`src/occ_defs.vh`:
```
// register offsets, field positions, reset values and timing counts for the oscillator control block
`ifndef OCC_DEFS_VH
`define OCC_DEFS_VH

// ****************************************************************
// register byte offsets
// ****************************************************************
`define OCC_ADDR_IRQ_ENABLE   8'h0C
`define OCC_ADDR_IRQ_FLAG     8'h10
`define OCC_ADDR_IRQ_CLEAR    8'h14
`define OCC_ADDR_FAST_CTRL    8'h18
`define OCC_ADDR_EXT_CTRL     8'h1C
`define OCC_ADDR_SLOW_CTRL    8'h20

// ****************************************************************
// field positions
// ****************************************************************
`define OCC_KEY_MSB           31
`define OCC_KEY_LSB           16
`define OCC_KEY_VALUE         16'h5A5A
`define OCC_IRQ_FAST_BIT      0
`define OCC_IRQ_EXT_BIT       1
`define OCC_IRQ_SLOW_BIT      3
`define OCC_FAST_STABLE_BIT   15
`define OCC_FAST_DIV_MSB      14
`define OCC_FAST_DIV_LSB      11
`define OCC_FAST_TRIM_MSB     10
`define OCC_SLOW_STABLE_BIT   15
`define OCC_SLOW_WAIT_MSB     11
`define OCC_SLOW_WAIT_LSB     10
`define OCC_SLOW_TRIM_MSB     9
`define OCC_EXT_STABLE_BIT    19
`define OCC_EXT_SEL_BIT       7
`define OCC_EXT_GATE_BIT      6
`define OCC_ISR_SLOW_ST_BIT   14
`define OCC_ISR_EXT_ST_BIT    12
`define OCC_ISR_FAST_ST_BIT   11

// ****************************************************************
// reset values
// ****************************************************************
`define OCC_RST_IRQ_ENABLE    4'h0
`define OCC_RST_FAST_DIV      4'h5
`define OCC_RST_FAST_TRIM     11'h400
`define OCC_RST_SLOW_WAIT     2'h0
`define OCC_RST_SLOW_TRIM     10'h200
`define OCC_RST_EXT_CTRL      32'h0007FF22
`define OCC_IRQ_CLEAR_READ    32'h0000000B

// ****************************************************************
// slow oscillator settle counts in slow clock cycles
// ****************************************************************
`define OCC_SETTLE_0          9'h006
`define OCC_SETTLE_1          9'h012
`define OCC_SETTLE_2          9'h042
`define OCC_SETTLE_3          9'h102

`endif

```
`src/occ_regs.v`:
```
// oscillator control and status registers behind an avalon-mm slave
`timescale 1ns/1ps
`include "occ_defs.vh"

module occ_regs
#(
    parameter FAST_TRIM_W = 11,
    parameter SLOW_TRIM_W = 10
)
(
    input  wire                   ref_clk_i,
    input  wire                   rst_n_i,
    input  wire                   clk_en_i,
    input  wire [7:0]             avs_address_i,
    input  wire                   avs_read_i,
    input  wire                   avs_write_i,
    input  wire [31:0]            avs_writedata_i,
    input  wire [3:0]             avs_byteenable_i,
    output reg  [31:0]            avs_readdata_o,
    output reg                    avs_waitrequest_o,
    input  wire                   fast_osc_ready_i,
    input  wire                   ext_input_clock_ready_i,
    input  wire                   slow_osc_tick_i,
    input  wire                   slow_osc_restart_i,
    input  wire                   ext_pin_first_i,
    input  wire                   ext_pin_second_i,
    output reg  [3:0]             fast_div_code_o,
    output reg  [4:0]             fast_div_ratio_o,
    output reg  [FAST_TRIM_W-1:0] fast_osc_trim_o,
    output reg  [SLOW_TRIM_W-1:0] slow_osc_trim_o,
    output reg                    ext_pin_select_o,
    output reg                    ext_pin_gate_o,
    output reg                    ext_input_clock_o,
    output reg                    slow_osc_stable_o,
    output reg                    clock_irq_o
);

// ****************************************************************
// functions
// ****************************************************************
// division ratio for a divider code; unlisted codes fall back to six,
// the ratio of the reset code, so a stray code never stops the clock
function [4:0] div_ratio;
    input [3:0] code;
    begin
        case (code)
            4'h6:    div_ratio = 5'h01;
            4'h8:    div_ratio = 5'h02;
            4'h9:    div_ratio = 5'h04;
            4'hB:    div_ratio = 5'h08;
            4'hC:    div_ratio = 5'h0A;
            4'hD:    div_ratio = 5'h0C;
            4'hE:    div_ratio = 5'h0E;
            4'hF:    div_ratio = 5'h10;
            default: div_ratio = 5'h06;
        endcase
    end
endfunction

// settle length for a wait select code
// the counter is nine bits so the longest length fits
function [8:0] settle_len;
    input [1:0] sel;
    begin
        case (sel)
            2'h0:    settle_len = `OCC_SETTLE_0;
            2'h1:    settle_len = `OCC_SETTLE_1;
            2'h2:    settle_len = `OCC_SETTLE_2;
            default: settle_len = `OCC_SETTLE_3;
        endcase
    end
endfunction

// ****************************************************************
// bus state
// ****************************************************************
localparam ST_IDLE = 1'b0;
localparam ST_DONE = 1'b1;

// reset pattern of the external clock register; single fields are picked from it
localparam [31:0] EXT_RST  = `OCC_RST_EXT_CTRL;
// enable, flag and clear bits that exist; bit 2 is reserved and stays zero
localparam [3:0]  IRQ_MASK = (4'h1 << `OCC_IRQ_FAST_BIT) | (4'h1 << `OCC_IRQ_EXT_BIT) |
                             (4'h1 << `OCC_IRQ_SLOW_BIT);

// handshake state, register fields and stability history
reg                   bus_state_r;
reg [3:0]             irq_en_r;
reg [3:0]             irq_flag_r;
reg [1:0]             settle_sel_r;
reg [8:0]             settle_cnt_r;
reg                   fast_stable_d_r;
reg                   ext_stable_d_r;
reg                   slow_stable_d_r;
reg                   fast_stable_r;
reg                   ext_stable_r;

// decode of the access presented now
wire                  req_w;
wire                  wr_hit;
wire                  key_ok;
wire [3:0]            rise_w;
wire [3:0]            clr_w;
reg  [31:0]           rd_mux;

assign req_w  = (avs_read_i | avs_write_i) & (bus_state_r == ST_IDLE);
assign wr_hit = avs_write_i & (bus_state_r == ST_IDLE);
assign key_ok = avs_writedata_i[`OCC_KEY_MSB:`OCC_KEY_LSB] == `OCC_KEY_VALUE;

// stability edges set sticky flags, laid out as the enable bits;
// each stable bit is held against a copy one cycle older
assign rise_w[`OCC_IRQ_FAST_BIT] = fast_stable_r & ~fast_stable_d_r;
assign rise_w[`OCC_IRQ_EXT_BIT]  = ext_stable_r & ~ext_stable_d_r;
assign rise_w[2]                 = 1'b0;
assign rise_w[`OCC_IRQ_SLOW_BIT] = slow_osc_stable_o & ~slow_stable_d_r;

// a zero written to a clear bit clears; a one does nothing
assign clr_w = (wr_hit && avs_address_i == `OCC_ADDR_IRQ_CLEAR && avs_byteenable_i[0]) ?
               ~avs_writedata_i[3:0] & IRQ_MASK : 4'h0;

// ****************************************************************
// read mux
// ****************************************************************
always @*
begin
    rd_mux = 32'h00000000;
    case (avs_address_i)
        `OCC_ADDR_IRQ_ENABLE: rd_mux = {28'h0000000, irq_en_r};
        `OCC_ADDR_IRQ_FLAG:
        begin
            rd_mux[3:0]                  = irq_flag_r;
            rd_mux[`OCC_ISR_FAST_ST_BIT] = fast_stable_r;
            rd_mux[`OCC_ISR_EXT_ST_BIT]  = ext_stable_r;
            rd_mux[`OCC_ISR_SLOW_ST_BIT] = slow_osc_stable_o;
        end
        `OCC_ADDR_IRQ_CLEAR:  rd_mux = `OCC_IRQ_CLEAR_READ;
        `OCC_ADDR_FAST_CTRL:
        begin
            rd_mux[`OCC_FAST_STABLE_BIT]                   = fast_stable_r;
            rd_mux[`OCC_FAST_DIV_MSB:`OCC_FAST_DIV_LSB]    = fast_div_code_o;
            rd_mux[FAST_TRIM_W-1:0]                        = fast_osc_trim_o;
        end
        `OCC_ADDR_EXT_CTRL:
        begin
            rd_mux                       = EXT_RST & 32'hFFF7FF3F;
            rd_mux[`OCC_EXT_STABLE_BIT]  = ext_stable_r;
            rd_mux[`OCC_EXT_SEL_BIT]     = ext_pin_select_o;
            rd_mux[`OCC_EXT_GATE_BIT]    = ext_pin_gate_o;
        end
        `OCC_ADDR_SLOW_CTRL:
        begin
            rd_mux[`OCC_SLOW_STABLE_BIT]                   = slow_osc_stable_o;
            rd_mux[`OCC_SLOW_WAIT_MSB:`OCC_SLOW_WAIT_LSB]  = settle_sel_r;
            rd_mux[SLOW_TRIM_W-1:0]                        = slow_osc_trim_o;
        end
        default: rd_mux = 32'h00000000;
    endcase
end

// ****************************************************************
// bus handshake and register writes
// ****************************************************************
// one wait cycle per access: the request is taken with waitrequest high and answered
// with waitrequest low in the next cycle; a write lands at the taking edge, so any
// later read already sees it
always @(posedge ref_clk_i or negedge rst_n_i)
begin
    if (!rst_n_i)
    begin
        bus_state_r       <= ST_IDLE;
        avs_waitrequest_o <= 1'b1;
        avs_readdata_o    <= 32'h00000000;
        irq_en_r          <= `OCC_RST_IRQ_ENABLE;
        fast_div_code_o   <= `OCC_RST_FAST_DIV;
        fast_osc_trim_o   <= `OCC_RST_FAST_TRIM;
        slow_osc_trim_o   <= `OCC_RST_SLOW_TRIM;
        settle_sel_r      <= `OCC_RST_SLOW_WAIT;
        ext_pin_select_o  <= EXT_RST[`OCC_EXT_SEL_BIT];
        ext_pin_gate_o    <= EXT_RST[`OCC_EXT_GATE_BIT];
    end
    else if (clk_en_i)
    begin
        case (bus_state_r)
            ST_IDLE:
            begin
                if (req_w)
                begin
                    bus_state_r       <= ST_DONE;
                    avs_waitrequest_o <= 1'b0;
                    avs_readdata_o    <= avs_read_i ? rd_mux : 32'h00000000;
                end
                if (wr_hit)
                begin
                    case (avs_address_i)
                        `OCC_ADDR_IRQ_ENABLE:
                            if (key_ok && avs_byteenable_i == 4'hF)
                                irq_en_r <= avs_writedata_i[3:0] & IRQ_MASK;
                        `OCC_ADDR_FAST_CTRL:
                        begin
                            if (avs_byteenable_i[0])
                                fast_osc_trim_o[7:0] <= avs_writedata_i[7:0];
                            if (avs_byteenable_i[1])
                            begin
                                fast_osc_trim_o[FAST_TRIM_W-1:8] <= avs_writedata_i[FAST_TRIM_W-1:8];
                                fast_div_code_o[0]               <= avs_writedata_i[`OCC_FAST_DIV_LSB];
                                fast_div_code_o[3:1]             <= avs_writedata_i[`OCC_FAST_DIV_MSB:12];
                            end
                        end
                        `OCC_ADDR_SLOW_CTRL:
                        begin
                            if (avs_byteenable_i[0])
                                slow_osc_trim_o[7:0] <= avs_writedata_i[7:0];
                            if (avs_byteenable_i[1])
                            begin
                                slow_osc_trim_o[SLOW_TRIM_W-1:8] <= avs_writedata_i[SLOW_TRIM_W-1:8];
                                settle_sel_r <= avs_writedata_i[`OCC_SLOW_WAIT_MSB:`OCC_SLOW_WAIT_LSB];
                            end
                        end
                        `OCC_ADDR_EXT_CTRL:
                            if (avs_byteenable_i[0])
                            begin
                                ext_pin_select_o <= avs_writedata_i[`OCC_EXT_SEL_BIT];
                                ext_pin_gate_o   <= avs_writedata_i[`OCC_EXT_GATE_BIT];
                            end
                        default: ;
                    endcase
                end
            end
            ST_DONE:
            begin
                bus_state_r       <= ST_IDLE;
                avs_waitrequest_o <= 1'b1;
            end
            default:
            begin
                bus_state_r       <= ST_IDLE;
                avs_waitrequest_o <= 1'b1;
            end
        endcase
    end
end

// ****************************************************************
// clock path outputs
// ****************************************************************
// pin mux and gate are registered, so the external clock path lags the pin by one cycle;
// the ratio follows the divider code one cycle later for the same reason
always @(posedge ref_clk_i or negedge rst_n_i)
begin
    if (!rst_n_i)
    begin
        fast_div_ratio_o  <= 5'h06;
        ext_input_clock_o <= 1'b0;
    end
    else if (clk_en_i)
    begin
        fast_div_ratio_o  <= div_ratio(fast_div_code_o);
        ext_input_clock_o <= ext_pin_gate_o &
                             (ext_pin_select_o ? ext_pin_second_i : ext_pin_first_i);
    end
end

// ****************************************************************
// stability tracking
// ****************************************************************
// slow settle counter runs on slow oscillator ticks after a restart;
// the wait select is read live, so a change in mid-count moves the end point
// and software should restart the count after changing it
always @(posedge ref_clk_i or negedge rst_n_i)
begin
    if (!rst_n_i)
    begin
        settle_cnt_r      <= 9'h000;
        slow_osc_stable_o <= 1'b0;
        fast_stable_r     <= 1'b0;
        ext_stable_r      <= 1'b0;
        fast_stable_d_r   <= 1'b0;
        ext_stable_d_r    <= 1'b0;
        slow_stable_d_r   <= 1'b0;
    end
    else if (clk_en_i)
    begin
        fast_stable_r   <= fast_osc_ready_i;
        ext_stable_r    <= ext_input_clock_ready_i;
        fast_stable_d_r <= fast_stable_r;
        ext_stable_d_r  <= ext_stable_r;
        slow_stable_d_r <= slow_osc_stable_o;
        if (slow_osc_restart_i)
        begin
            settle_cnt_r      <= 9'h000;
            slow_osc_stable_o <= 1'b0;
        end
        else if (slow_osc_tick_i && !slow_osc_stable_o)
        begin
            if (settle_cnt_r + 9'h001 >= settle_len(settle_sel_r))
                slow_osc_stable_o <= 1'b1;
            settle_cnt_r <= settle_cnt_r + 9'h001;
        end
    end
end

// ****************************************************************
// flags and interrupt request
// ****************************************************************
// a rising edge in the clearing cycle keeps the flag set
// the request is registered, so it follows a flag or enable change one cycle later
always @(posedge ref_clk_i or negedge rst_n_i)
begin
    if (!rst_n_i)
    begin
        irq_flag_r  <= 4'h0;
        clock_irq_o <= 1'b0;
    end
    else if (clk_en_i)
    begin
        irq_flag_r  <= (irq_flag_r & ~clr_w) | rise_w;
        clock_irq_o <= |(irq_flag_r & irq_en_r);
    end
end

endmodule // occ_regs

```
`config.mk`:
```
export PLATFORM = sky130hd
export DESIGN_NAME = occ_regs
export DESIGN_NICKNAME = d
export VERILOG_FILES = /design/src/occ_regs.v
export VERILOG_INCLUDE_DIRS = /design/src
export SDC_FILE = /design/constraint.sdc
export NUM_CORES = 1
export LEC_CHECK = 0
export BUFFER_PORTS_ARGS = -buffer_cell sky130_fd_sc_hd__buf_2
export CAP_MARGIN = 20
export CELL_PAD_IN_SITES_DETAIL_PLACEMENT = 0
export CELL_PAD_IN_SITES_GLOBAL_PLACEMENT = 1
export CORE_MARGIN = 4
export CORE_UTILIZATION = 29
export DETAILED_ROUTE_END_ITERATION = 12
export PLACE_DENSITY_LB_ADDON = 0.12
export SYNTH_ARGS = -nofsm -noshare
export SYNTH_HDL_FRONTEND = slang
export SYNTH_SLANG_ARGS = --single-unit
```
`constraint.sdc`:
```
create_clock -name ref_clk_i -period 5.8 [get_ports ref_clk_i]
set_input_delay 0.58 -clock ref_clk_i [delete_from_list [all_inputs] [get_ports ref_clk_i]]
set_output_delay 0.58 -clock ref_clk_i [all_outputs]
set_load 0.03 [all_outputs]
```
---- Yosys cells after proc, flatten, opt, wreduce, memory -nomap -nowiden ----
Memories as Yosys holds them, arrays and structs flattened. A register that Yosys moved wholly into a read port is not among the register bits.
Cells that the tools add are included.
word-level totals
  flip-flop bits (word level) ............. 87
  memories kept ........................... 1
  input port bits ......................... 55
  memory bits (read-only) ................. 80
  output and inout port bits .............. 68
  logic and storage cells ................. 96
memory list
  memory           depth  width  read ports  clocked after memory_dff  write ports  RTL line       text
  (no name shown)  16     5      1           1                         0            occ_regs.v:46  case (code)
operators by class
  reductions and logical operators ........ 20
  $add $sub $neg .......................... 1
  equal/unequal tests ..................... 11
  $lt $le $gt $ge ......................... 1
  multiplexer cells ....................... 24
  bitwise operators ....................... 16
operators with widths
  kind                    number
  $mux W9                 5
  $eq A8 B5 Y1 const B    4
  $mux W32                1
  $reduce_and A5 Y1       6
  $pmux W9 S3             1
  $pmux W4 S6             1
  $pmux W7 S3             1
  $eq A16 B15 Y1 const B  1
  $add A9 B1 Y9 const B   1
  $ge A9 B9 Y1            1
  $pmux W1 S3             3
  $and A4 B4 Y4           2
  $eq A8 B4 Y1 const B    1
  $eq A8 B6 Y1 const B    1
  $mux W4                 2
  $not A4 Y4              2
  $and A1 B1 Y1           6
  $mux W1                 6
  $pmux W1 S2             3
  $reduce_and A3 Y1       2
  $eq A4 B4 Y1 const B    1
  $logic_and A1 B1 Y1     4
  $not A1 Y1              4
  $or A4 B4 Y4            1
  other kinds (10)        13

---- Logic depth before layout (Yosys ltp) ----
  word-level depth ........................ 9
  gate-level depth with buffers ........... 10
  gate-level depth less buffers ........... 9

---- Worst setup path before layout ----
No wires, ideal clock.
  path kind ............................... flip-flop to flip-flop
  start ................................... register settle_cnt_r[0]
  end ..................................... register slow_osc_stable_o
  required time ........................... 5.710 ns
  period minus slack after synthesis ...... 2.072 ns
  buffers on the path ..................... 1
  setup time .............................. 0.090 ns
  data arrival time ....................... 1.982 ns
  cell stages (with the launch flop) ...... 11
  setup slack ............................. 3.728 ns
  path through ............................ dfrtp_1 -> ha_1 -> and3_1 -> clkbuf_1 -> nand4_1 -> xnor2_1 -> ha_1 -> o211ai_1 -> nor3b_1 -> o21ai_0 -> o221ai_1
between the ends
  cells in the longest elaborated chain, start to end .. 4
RTL lines
  item                                 RTL line        text
  start, declared                      occ_regs.v:91   reg [8:0] settle_cnt_r;
  start signal, assigned               occ_regs.v:297  settle_cnt_r <= settle_cnt_r + 9'h001;
  $add A9 B1 Y9                        occ_regs.v:295  if (settle_cnt_r + 9'h001 >= settle_len(settle_sel_r))
  $ge A9 B9 Y1                         occ_regs.v:295
  $reduce_bool A2 Y1 (no source line)  -
  $reduce_and A3 Y1 (no source line)   -
  end signal, assigned                 occ_regs.v:274  slow_osc_stable_o <= 1'b0;
  end signal, assigned                 occ_regs.v:291  slow_osc_stable_o <= 1'b0;
  end signal, assigned                 occ_regs.v:296  slow_osc_stable_o <= 1'b1;
  end, declared                        occ_regs.v:34   output reg slow_osc_stable_o,
No other way between the ends.
A chain may end at the register's enable or synchronous reset.

---- Final worst setup path ----
  start ................................... input avs_address_i[2]
  end ..................................... register slow_osc_trim_o[0]
between the ends
  cells in the longest elaborated chain, start to end .. 2
RTL lines
  item                                RTL line        text
  start, declared                     occ_regs.v:14   input wire [7:0] avs_address_i,
  $eq A8 B6 Y1                        occ_regs.v:194  case (avs_address_i)
  $reduce_and A5 Y1 (no source line)  -
  end signal, assigned                occ_regs.v:176  slow_osc_trim_o <= `OCC_RST_SLOW_TRIM;
  end signal, assigned                occ_regs.v:212  slow_osc_trim_o[7:0] <= avs_writedata_i[7:0];
  end signal, assigned by index       occ_regs.v:215  slow_osc_trim_o[SLOW_TRIM_W-1:8] <= avs_writedata_i[SLOW_TRIM_W-1:8];
  end, declared                       occ_regs.v:30   output reg [SLOW_TRIM_W-1:0] slow_osc_trim_o,
No other way between the ends.

==> flow_summary.ini <==
[yosys]
synth-edff-count = 0
synth_ff_type = dfrtp_1
async_flop_share_pct = 100
ys_ff_latch = 77
synth_area_per_cell_um2 = 10.7
synthCells = 375
syn_area_um2 = 4030
synth_seq_area_share_pct = 48.0
synth_cell_types = 57
yosys_warnings = 0

[drt]
detail_route.wl_per_cell_um = 17.1
ant_nets = 0
vias = 3181
drt_wl_total_um = 11200
dr.pass1.iters = 4
drt_iter0_markers = 154
drc = 0
avgViaCountPerCell = 4.87

[placed_design]
port_buffers = 109
dpl_cell_area_um2 = 4660
place_hpwl_um = 8220
finalWeightedCongestion = 0.773

[worst_setup_path]
start_kind = primary input
endpoint_kind = flop
r2r-start = settle_cnt_r[0]
cp-startpoint = avs_address_i[2]
path_class = primary input to flop
worstPathArrival_ns = 2.73
r2r_end = slow_osc_stable_o
critPathMaxFanout = 25
r2r_cells = 9
r2r_slack_ns = 3.53
critPathRequiredTime_ns = 6.02

[global_route]
grt.total_usage_pct = 14.2
grt_max_degree = 49
grt_pass1_wl_um = 17600
antenna_found_initial = 0
grt_pass1_vias = 3181
overflow = 0

[pwr]
p_per_area_nw_per_um2 = 260
vdd_drop_max_mv = 0.111
power_w = 0.00130
leakage_nw = 2.45

[sta]
holdWs_ns = 0.166
rsz0062_at_grt = false
finalCritPeriodShare_pct = 43.2
setup_violations = 0
slew_headroom_pct = 38.4
finalHoldViolCount = 0
maxSlewViolCount = 0
skew_ns = 0.00736
finalCriticalPeriod_ns = 2.51
worst_slew_pin_slew_ns = 0.924
fmax_mhz = 399
tns_ns = 0

[layout]
fin_util_pct = 37.1
syn2layout_area_growth_pct = 23.5
drive_gt1_share_pct = 37.7
final_common_cell = buf_2
design_area_um2 = 4970
n_antenna_cell = 0
nFillCells = 1408
nNetsFinal = 537
multiInputGateArea_um2 = 1920
regArea_um2 = 1940
mostFrequentLayoutCells = buf_2 (108), dfrtp_1 (70), mux2_2 (39)

[clock_network]
cts-resized-gates = 0
cts_buffer_depth = 2
htree_levels = 3
hold_buffers = 0
post_cts_buffers = 0
cts_sinks = 77
clk_pin_slew_ns = 0.06
cts_tree = yes
numCtsBuffers = 9
cts_root_buf = clkbuf_16
insertion_delay_ns = 0.34

[die]
rows = 42
core_area_um2 = 13400
die_area_um2 = 15800
die_h_um = 126
floorplan.initialDensity_pct = 30.1
ios = 123
dieWidth_um = 126

[run_status]
status = completed

[flow_run]
cap_violations = 0

[min_path]
hp-class = primary input to asynchronous set/reset pin
[layer usage]
metal  routed length, um  track usage, %
met4                 215            5.62
met2                5080            21.5
met5                   0               0
met3                 582            3.43
met1                5300            19.6
[report_power, final]
group	switching, W	total [W]	internal (W)
logic	0.0000812	0.000125	0.0000435
clock network	0.000227	0.000602	0.000375
registers	0.0000150	0.000569	0.000554
total	0.000323	0.00130	0.000973
[cells in the mapped netlist (2+ instances only)]
| master | n | share of area, % |
|---|---|---|
| a21oi_1 | 10 | 1.2 |
| a22o_1 | 4 | 0.87 |
| a22oi_1 | 6 | 1.1 |
| a2bb2oi_1 | 9 | 2.0 |
| a32o_1 | 2 | 0.50 |
| and2_1 | 2 | 0.31 |
| and2b_1 | 2 | 0.37 |
| and3_1 | 2 | 0.31 |
| and4_1 | 2 | 0.43 |
| buf_2 | 6 | 0.75 |
| buf_4 | 14 | 2.6 |
| clkbuf_1 | 13 | 1.2 |
| dfrtp_1 | 70 | 43 |
| dfstp_2 | 7 | 4.6 |
| ha_1 | 9 | 2.8 |
| inv_1 | 9 | 0.84 |
| mux2_2 | 39 | 11 |
| mux2i_1 | 3 | 0.75 |
| nand2_1 | 33 | 3.1 |
| nand2b_1 | 8 | 1.2 |
| nand3_1 | 2 | 0.25 |
| nand3b_1 | 4 | 0.75 |
| nand4_1 | 6 | 0.93 |
| nor2_1 | 21 | 2.0 |
| nor2b_1 | 6 | 0.93 |
| nor3_1 | 3 | 0.37 |
| nor3_4 | 2 | 0.81 |
| nor3b_1 | 3 | 0.56 |
| nor4_4 | 2 | 1.1 |
| nor4bb_1 | 3 | 0.75 |
| o21ai_0 | 31 | 3.9 |
| o221ai_1 | 2 | 0.43 |
| o22a_1 | 2 | 0.43 |
| o22ai_1 | 5 | 0.78 |
| o31ai_1 | 4 | 0.75 |
| o41ai_1 | 3 | 0.65 |
| xnor2_1 | 3 | 0.65 |
| xor2_1 | 4 | 0.87 |
[through the flow]
stage / std cells / setup slack, ns
2_1_floorplan: 386 / 3.73
3_3_place_gp: 638 / 2.97
3_5_place_dp: 638 / 2.96
4_1_cts: 653 / 3.31
5_1_grt: 653 / 3.13
6_report: 653 / 3.29
[state kept, by name, summed over array words and instances (netlist names), 2 cells and up]
register	count
slow_osc_trim_o	10
fast_div_code_o	4
settle_sel_r	2
avs_readdata_o	18
fast_div_ratio_o	5
fast_osc_trim_o	11
settle_cnt_r	9
irq_flag_r	3
irq_en_r	3
[worst max-delay path, stage by stage]
cell	delay (ns)
buf_2	0.29
nor4b_1	0.45
and2_1	0.55
nand2b_1	0.45
mux2_2	0.40
[logic make-up after synthesis]
group | after synthesis | synth area share (%)
xor+xnor | 7 | 1.52
other cells | 1 | 0.0931
flops | 77 | 48.0
compound gates | 85 | 14.0
simple gates | 111 | 16.4
mux | 42 | 11.6
fa+ha+maj | 9 | 2.80
buf+inv | 43 | 5.50
[area by class of cell]
type                    instances  share of cell area, %
flip-flops and latches         77                   38.9
clock buffers                   9                   4.53
repair buffers                110                   11.2
well taps                     176                   4.43
multi-input cells             266                   38.5
inverters                       9                  0.679
clock inverters                 6                   1.76
[worst max-delay path by stage]
stage / endpoint / slack [ns]
after detailed placement: slow_osc_trim_o[0] / 2.96
after CTS: slow_osc_trim_o[0] / 3.31
after global placement: slow_osc_trim_o[0] / 2.97
after global routing: slow_osc_trim_o[2] / 3.13
after floorplan: slow_osc_stable_o / 3.73
final: slow_osc_trim_o[0] / 3.29
(Power assumes the default switching activity.)
